File: src/bus_mode_pkg.sv
package bus_mode_pkg;

  // capability sense levels, as resolved by the analog front end
  typedef enum logic [1:0] {
    CAP_GROUND    = 2'h0,
    CAP_PULLDOWN  = 2'h1,
    CAP_INTERMED  = 2'h2,
    CAP_HIGH      = 2'h3
  } cap_level_t;

  typedef enum logic [1:0] {
    MODE_CONV     = 2'h0,
    MODE_PCIX1    = 2'h1,
    MODE_PCIX2    = 2'h2
  } bus_mode_t;

  typedef enum logic [1:0] {
    FREQ_33       = 2'h0,
    FREQ_66       = 2'h1,
    FREQ_100      = 2'h2,
    FREQ_133      = 2'h3
  } bus_freq_t;

  localparam logic [3:0] PAT_CONV       = 4'hF;
  localparam logic [3:0] PAT_M1_66      = 4'hE;
  localparam logic [3:0] PAT_M2_100     = 4'h5;
  localparam logic [3:0] PAT_M2_133     = 4'h4;
  localparam logic [3:0] PAT_M1_100     = 4'hD;
  localparam logic [3:0] PAT_M1_133     = 4'hC;

  // register map of the plain register port
  localparam logic [3:0] ADDR_CTRL      = 4'h0;
  localparam logic [3:0] ADDR_STATUS    = 4'h4;
  localparam int         CTRL_PAT_LSB   = 16;
  localparam int         CTRL_RST_BIT   = 21;
  localparam logic [3:0] PAT_RST        = 4'hF;
  localparam logic       BUS_RST_RST    = 1'b1;

endpackage

File: src/bus_mode_freq_init.sv
`timescale 1ns/10ps
module bus_mode_freq_init
  import bus_mode_pkg::*;
(
  // clock and reset
  input  wire logic       ref_clk,
  input  wire logic       nrst,
  // bus capability senses and straps (asynchronous pins)
  input  wire logic [1:0] pcix_capability_sense,
  input  wire logic       capability_66_sense,
  input  wire logic       mode2_sense,
  input  wire logic       mode1_speed_cap_strap_n,
  input  wire logic       mode2_speed_cap_strap_n,
  input  wire logic       endpoint_select_strap_n,
  // register port
  input  wire logic [3:0] reg_addr,
  input  wire logic [31:0] reg_wdata,
  input  wire logic       reg_wr,
  input  wire logic       reg_rd,
  output logic [31:0]     reg_rdata,
  // secondary bus
  output logic            bus_reset_out_n,
  output logic [3:0]      init_pattern,
  output logic            init_pattern_oe_n,
  output logic [1:0]      bus_mode,
  output logic [1:0]      bus_freq
);

  localparam int NSYNC = 8;

  typedef struct packed {
    logic [NSYNC-1:0] s1;
    logic [NSYNC-1:0] s2;
    logic [NSYNC-1:0] s3;
    logic             rst_ff;
    logic             rst_out_n_ff;
    logic             cap66_ff;
    logic [1:0]       cap_ff;
    logic [3:0]       pat_ff;
    logic             pat_wr_ff;
    logic             mode_lock_ff;
    logic [1:0]       mode_ff;
    logic [1:0]       freq_ff;
    logic [3:0]       drv_ff;
    logic             oe_n_ff;
    logic [31:0]      rdata_ff;
  } state_t;

  state_t st_ff, nxt_st;

  logic [NSYNC-1:0] raw;
  logic [NSYNC-1:0] agree;
  logic [NSYNC-1:0] val;
  logic             central;
  logic             m2s, m1cap, m2cap;
  logic [1:0]       dec_mode, dec_freq;
  logic [3:0]       dec_pat;
  logic [31:0]      ctrl_rd;

  assign raw = {endpoint_select_strap_n, mode2_speed_cap_strap_n, mode1_speed_cap_strap_n,
                mode2_sense, capability_66_sense, pcix_capability_sense, 1'b0};

  // a level or 66 sense change counts only once stages two and three agree; the other bits are used from stage three directly
  genvar gi;
  generate
    for (gi = 0; gi < NSYNC; gi++) begin : g_sync
      assign agree[gi] = (st_ff.s2[gi] == st_ff.s3[gi]);
      assign val[gi]   = st_ff.s3[gi];
    end
  endgenerate

  assign central = val[7];
  assign m2cap   = val[6];
  assign m1cap   = val[5];
  assign m2s     = val[4];

  // decode uses only the row's own inputs
  always_comb begin
    dec_mode = MODE_PCIX1;
    dec_freq = FREQ_66;
    dec_pat  = PAT_M1_66;
    unique case (cap_level_t'(st_ff.cap_ff))
      CAP_GROUND: begin
        dec_mode = MODE_CONV;
        dec_freq = st_ff.cap66_ff ? FREQ_66 : FREQ_33;
        dec_pat  = PAT_CONV;
      end
      CAP_PULLDOWN: begin
        if (m2s) begin
          dec_mode = MODE_PCIX2;
          dec_freq = m2cap ? FREQ_133 : FREQ_100;
          dec_pat  = m2cap ? PAT_M2_133 : PAT_M2_100;
        end else begin
          dec_mode = MODE_PCIX1;
          dec_freq = FREQ_66;
          dec_pat  = PAT_M1_66;
        end
      end
      CAP_INTERMED: begin
        dec_mode = MODE_PCIX1;
        dec_freq = FREQ_66;
        dec_pat  = PAT_M1_66;
      end
      CAP_HIGH: begin
        // the strap caps a 133-capable card too, for loaded slots
        dec_mode = MODE_PCIX1;
        dec_freq = m1cap ? FREQ_133 : FREQ_100;
        dec_pat  = m1cap ? PAT_M1_133 : PAT_M1_100;
      end
    endcase
  end

  always_comb begin
    ctrl_rd = 32'h0;
    ctrl_rd[CTRL_PAT_LSB +: 4] = st_ff.pat_ff;
    ctrl_rd[CTRL_RST_BIT]      = st_ff.rst_ff;
  end

  always_comb begin
    nxt_st    = st_ff;
    nxt_st.s1 = raw;
    nxt_st.s2 = st_ff.s1;
    nxt_st.s3 = st_ff.s2;
    // sample the senses only while the bus is held in reset
    // both level bits must have settled, or a level change can tear
    if (st_ff.rst_ff && agree[1] && agree[2]) begin
      nxt_st.cap_ff = st_ff.s3[2:1];
    end
    if (st_ff.rst_ff && agree[3]) begin
      nxt_st.cap66_ff = st_ff.s3[3];
    end
    // default pattern tracks the decode until software writes it
    if (st_ff.rst_ff && !st_ff.pat_wr_ff) begin
      nxt_st.pat_ff = dec_pat;
    end
    if (reg_wr && reg_addr == ADDR_CTRL) begin
      if (st_ff.rst_ff) begin
        nxt_st.pat_ff    = reg_wdata[CTRL_PAT_LSB +: 4];
        nxt_st.pat_wr_ff = 1'b1;
      end
      nxt_st.rst_ff = reg_wdata[CTRL_RST_BIT];
    end
    // fixed once on the falling edge of reset
    if (st_ff.rst_ff && !nxt_st.rst_ff) begin
      nxt_st.mode_ff      = dec_mode;
      nxt_st.freq_ff      = dec_freq;
      nxt_st.mode_lock_ff = 1'b1;
    end
    if (!st_ff.rst_ff && nxt_st.rst_ff) begin
      nxt_st.mode_lock_ff = 1'b0;
      nxt_st.pat_wr_ff    = 1'b0;
    end
    // endpoint mode never drives the pattern
    nxt_st.rst_out_n_ff = !nxt_st.rst_ff;
    nxt_st.drv_ff  = st_ff.pat_ff;
    nxt_st.oe_n_ff = !(central && st_ff.rst_ff);
    nxt_st.rdata_ff = 32'h0;
    if (reg_rd) begin
      unique case (reg_addr)
        ADDR_CTRL:   nxt_st.rdata_ff = ctrl_rd;
        ADDR_STATUS: nxt_st.rdata_ff = {23'h0, central, st_ff.mode_lock_ff, st_ff.cap66_ff,
                                        st_ff.cap_ff, st_ff.mode_ff, st_ff.freq_ff};
        default:     nxt_st.rdata_ff = 32'h0;
      endcase
    end
  end

  always_ff @(posedge ref_clk or negedge nrst) begin
    if (!nrst) begin
      st_ff         <= '0;
      st_ff.rst_ff  <= BUS_RST_RST;
      st_ff.pat_ff  <= PAT_RST;
      st_ff.oe_n_ff <= 1'b1;
    end else begin
      st_ff <= nxt_st;
    end
  end

  // reset output follows the control reset bit, whether central resource or endpoint
  assign reg_rdata         = st_ff.rdata_ff;
  assign bus_reset_out_n   = st_ff.rst_out_n_ff;
  assign init_pattern      = st_ff.drv_ff;
  assign init_pattern_oe_n = st_ff.oe_n_ff;
  assign bus_mode          = st_ff.mode_ff;
  assign bus_freq          = st_ff.freq_ff;

endmodule

File: config.mk
export PLATFORM = sky130hd
export DESIGN_NAME = bus_mode_freq_init
export DESIGN_NICKNAME = d
export VERILOG_FILES = /design/src/bus_mode_pkg.sv /design/src/bus_mode_freq_init.sv
export SDC_FILE = /design/constraint.sdc
export NUM_CORES = 1
export LEC_CHECK = 0
export BUFFER_PORTS_ARGS = -buffer_cell sky130_fd_sc_hd__buf_4
export CORE_UTILIZATION = 43
export CTS_CLUSTER_DIAMETER = 50
export DETAILED_ROUTE_END_ITERATION = 8
export GPL_TIMING_DRIVEN = 0
export PLACE_DENSITY = 0.79
export SYNTH_ARGS = -nofsm -noshare
export SYNTH_HDL_FRONTEND = slang
export SYNTH_SLANG_ARGS = --single-unit
File: constraint.sdc
create_clock -name ref_clk -period 1.4 [get_ports ref_clk]
set_input_delay 0.28 -clock ref_clk [delete_from_list [all_inputs] [get_ports ref_clk]]
set_output_delay 0.28 -clock ref_clk [all_outputs]
set_load 0.1 [all_outputs]
==> out/results.ini <==
[logic_synthesis]
syn_area_um2 = 2150
synthArstFlopShare = 1.00
synthFlopType = dfrtp_1
ys_ff_latch = 55
postSynthCellCount = 175
ys_seq_area_frac = 0.645
synth_edf_count = 0
synth.avg_cell_area_um2 = 12.3
ys_warn_count = 0
yosysUniqueCellTypes = 31

[finish]
drive_above_1_share = 0.462
nNetsFinal = 298
diodes = 0
fin_cells = 318
syn_to_final_growth_pct = 32.5

[routing]
drt_iter0_drc = 51
drcViolationCount = 0
firstDrtPassIters = 4
vias_per_cell = 4.19
wire_per_inst_um = 11.0
wl_mm = 3.51
antenna_left = 0
via_count = 1332

[grt]
grt_max_degree = 56
grt_pass1_vias = 1275
grt_pass1_wl_mm = 5.55
grtUsageTotal = 0.145
grt_remaining_overflow = 0
antenna_found_initial = 0

[outcome]
status = finished, violations left
violations = negative hold slack, negative setup slack

[worst_setup_path]
r2r_start = ctrl_rd[21]$_DFF_PN1_
r2r_setup_slack_ns = 0.05
arrival_ns = 1.64
crit_type = primary input to register
ff2ff_path_depth = 4
cp-start-kind = primary input
cp_max_fo = 4
path_cells = buf_6 > nor3_4 > and3_4 > nand2_2 > a21boi_4 > ha_4 > mux2_4
crit_path_top_delay_cell = mux2_4
critPathCaptureType = register
critPathTopFamily = simple AND/OR/NAND/NOR gates
critPathMaxStageDelay_ns = 0.28
r2r_end = st_ff[41]$_DFFE_PN0P_
path_buf_inv = 1
required_ns = 1.60

[floorplan]
initial_utilization = 0.452
core_um2 = 4750
rows = 25
ios = 89
die_x_um = 72.7
dieArea_um2 = 5280
die_h_um = 72.7

[clock_network]
max-clock-path-buffers = 2
root_buffer = clkbuf_8
cts_buffers = 5
cts_sinks = 55
tritoncts = built
clkTransAtPathRegs_ns = 0.10
htreeDepth = 2
clk_latency_ns = 0.31
hold_buffers = 0

[timing]
hold_ws_ns = -0.00682
maxSlewHeadroom = 0.562
layout_min_cycle_time_ns = 1.44
rsz0062_at_grt = yes
finalMaxSlewViolations = 0
maxClockFrequency_mhz = 695
worst_pin_slew_ns = 0.657
finClkSkew_ns = 0.0139
finalSetupViolations = 1
setup_tns_ns = -0.0379
hold_viol = 3
fin_ws_ns = -0.0379
fin_crit_sh = 1.03

[placement]
place_inst = 302
place_congestion = 0.781
numPortBuffers = 43
dp_hpwl_mm = 2.38

[flow_run]
max_cap_viol_count = 0

[power_and_ir_drop]
ir_drop_v = 0.000701
powerDensity_nw_per_um2 = 1560
p_leak_nw = 1.45

[worst_hold_path]
holdCritPathClass = primary input to async pin

-- per-layer routing --
metal	vias to the layer above	wire [µm]	global-route usage	share of wire
met2	55	1780	0.250	0.51
li1	664	-	-	-
met3	8	242	0.0497	0.069
met1	605	1390	0.158	0.40
met4	0	95	0.0741	0.027
met5	-	0	0	0
-- kinds of logic after synthesis --
| logic type | Yosys count | share of synthesized area |
|---|---|---|
| AO/OA/AOI/OAI | 25 | 0.0711 |
| adder cells (fa/ha/maj) | 1 | 0.00583 |
| buffers and inverters | 48 | 0.154 |
| flip-flops | 55 | 0.645 |
| multiplexers | 4 | 0.0192 |
| other | 1 | 0.00175 |
| AND/OR/NAND/NOR | 41 | 0.103 |
-- worst reg2reg max path, cell delays in order (launching register included) --
cell      delay (ns)
dfstp_2         0.54
buf_6           0.10
a21boi_4        0.06
ha_4            0.27
mux2_4          0.28
-- registers in the layout, indices dropped and copies added, names as in the netlist, named ones only --
| register | count |
|---|---|
| bus_freq | 2 |
| bus_mode | 2 |
| bus_reset_out_n | 1 |
| ctrl_rd | 1 |
| init_pattern | 4 |
| init_pattern_oe_n | 1 |
| nxt_st | 14 |
| reg_rdata | 14 |
| st_ff | 5 |
| val | 7 |
-- synth_stat cells, types with 2 or more instances --
library cell	n	area, µm²
dfrtp_1	49	1230
buf_4	40	300
and2_1	13	81.3
nor2_1	9	33.8
o21ai_0	9	45.0
nand2_1	7	26.3
a21oi_1	6	30.0
dfstp_2	6	158
inv_1	6	22.5
mux2i_1	3	30.0
nor3_1	3	15.0
o22ai_1	3	18.8
nand3_1	2	10.0
nor2b_1	2	12.5
-- cell usage in the layout, fill, tap and decap left out, types with 2 or more instances in the layout --
| cell | count |
|---|---|
| buf_4 | 87 |
| dfrtp_1 | 49 |
| conb_1 | 18 |
| and2_1 | 13 |
| o21ai_0 | 9 |
| nor2_1 | 9 |
| buf_6 | 6 |
| nand2_1 | 6 |
| a21oi_1 | 6 |
| dfstp_2 | 6 |
| clkbuf_8 | 6 |
| inv_1 | 5 |
| nor3_1 | 3 |
| o22ai_1 | 3 |
| mux2i_1 | 3 |
| nor2b_1 | 2 |
-- stage by stage --
step	utilization	worst slack [ns]	instance area [µm²]	total power [mW]
after global routing	0.598	-0.0717	2850	4.61
final	0.598	-0.0379	2850	4.43
after global placement	0.560	-0.403	2660	3.45
after floorplan	-	-0.175	2260	3.18
after CTS	0.594	-0.0104	2830	4.44
after detailed placement	0.560	-0.418	2660	3.48
-- power by group --
group	total, mW	switching (mW)	internal (mW)
clock	0.888	0.482	0.406
combinational	1.62	1.13	0.491
sequential	1.92	0.111	1.81
-- worst max-delay path by stage --
stage / cells past startpoint / endpoint / from / slack (ns)
2_1_floorplan: 7 / st_ff[41]$_DFFE_PN0P_ / reg_addr[3] / -0.18
3_3_place_gp: 6 / st_ff[41]$_DFFE_PN0P_ / reg_addr[3] / -0.40
3_5_place_dp: 6 / st_ff[41]$_DFFE_PN0P_ / reg_addr[3] / -0.42
4_1_cts: 7 / st_ff[41]$_DFFE_PN0P_ / reg_addr[1] / -0.01
5_1_grt: 7 / st_ff[41]$_DFFE_PN0P_ / reg_addr[0] / -0.07
6_report: 7 / st_ff[41]$_DFFE_PN0P_ / reg_addr[0] / -0.04
-- repair_timing --
action                                  in CTS  in global routing
pin swaps                                    4                  1
buffers inserted                             8                  1
endpoints found under the setup margin       7                  3
resized for setup                            6                  3
-- cell type report --
cell class / instances / area, µm²
plain buffers: 41 / 312
flip-flops and latches: 55 / 1380
multi-input cells: 89 / 536
well taps: 67 / 83.8
clock buffers: 7 / 86.3
fillers: 405 / 1910
clock inverters: 1 / 8.76
repair buffers: 52 / 409
inverters: 6 / 26.3
Note: power is estimated with default switching activity, not from simulation.
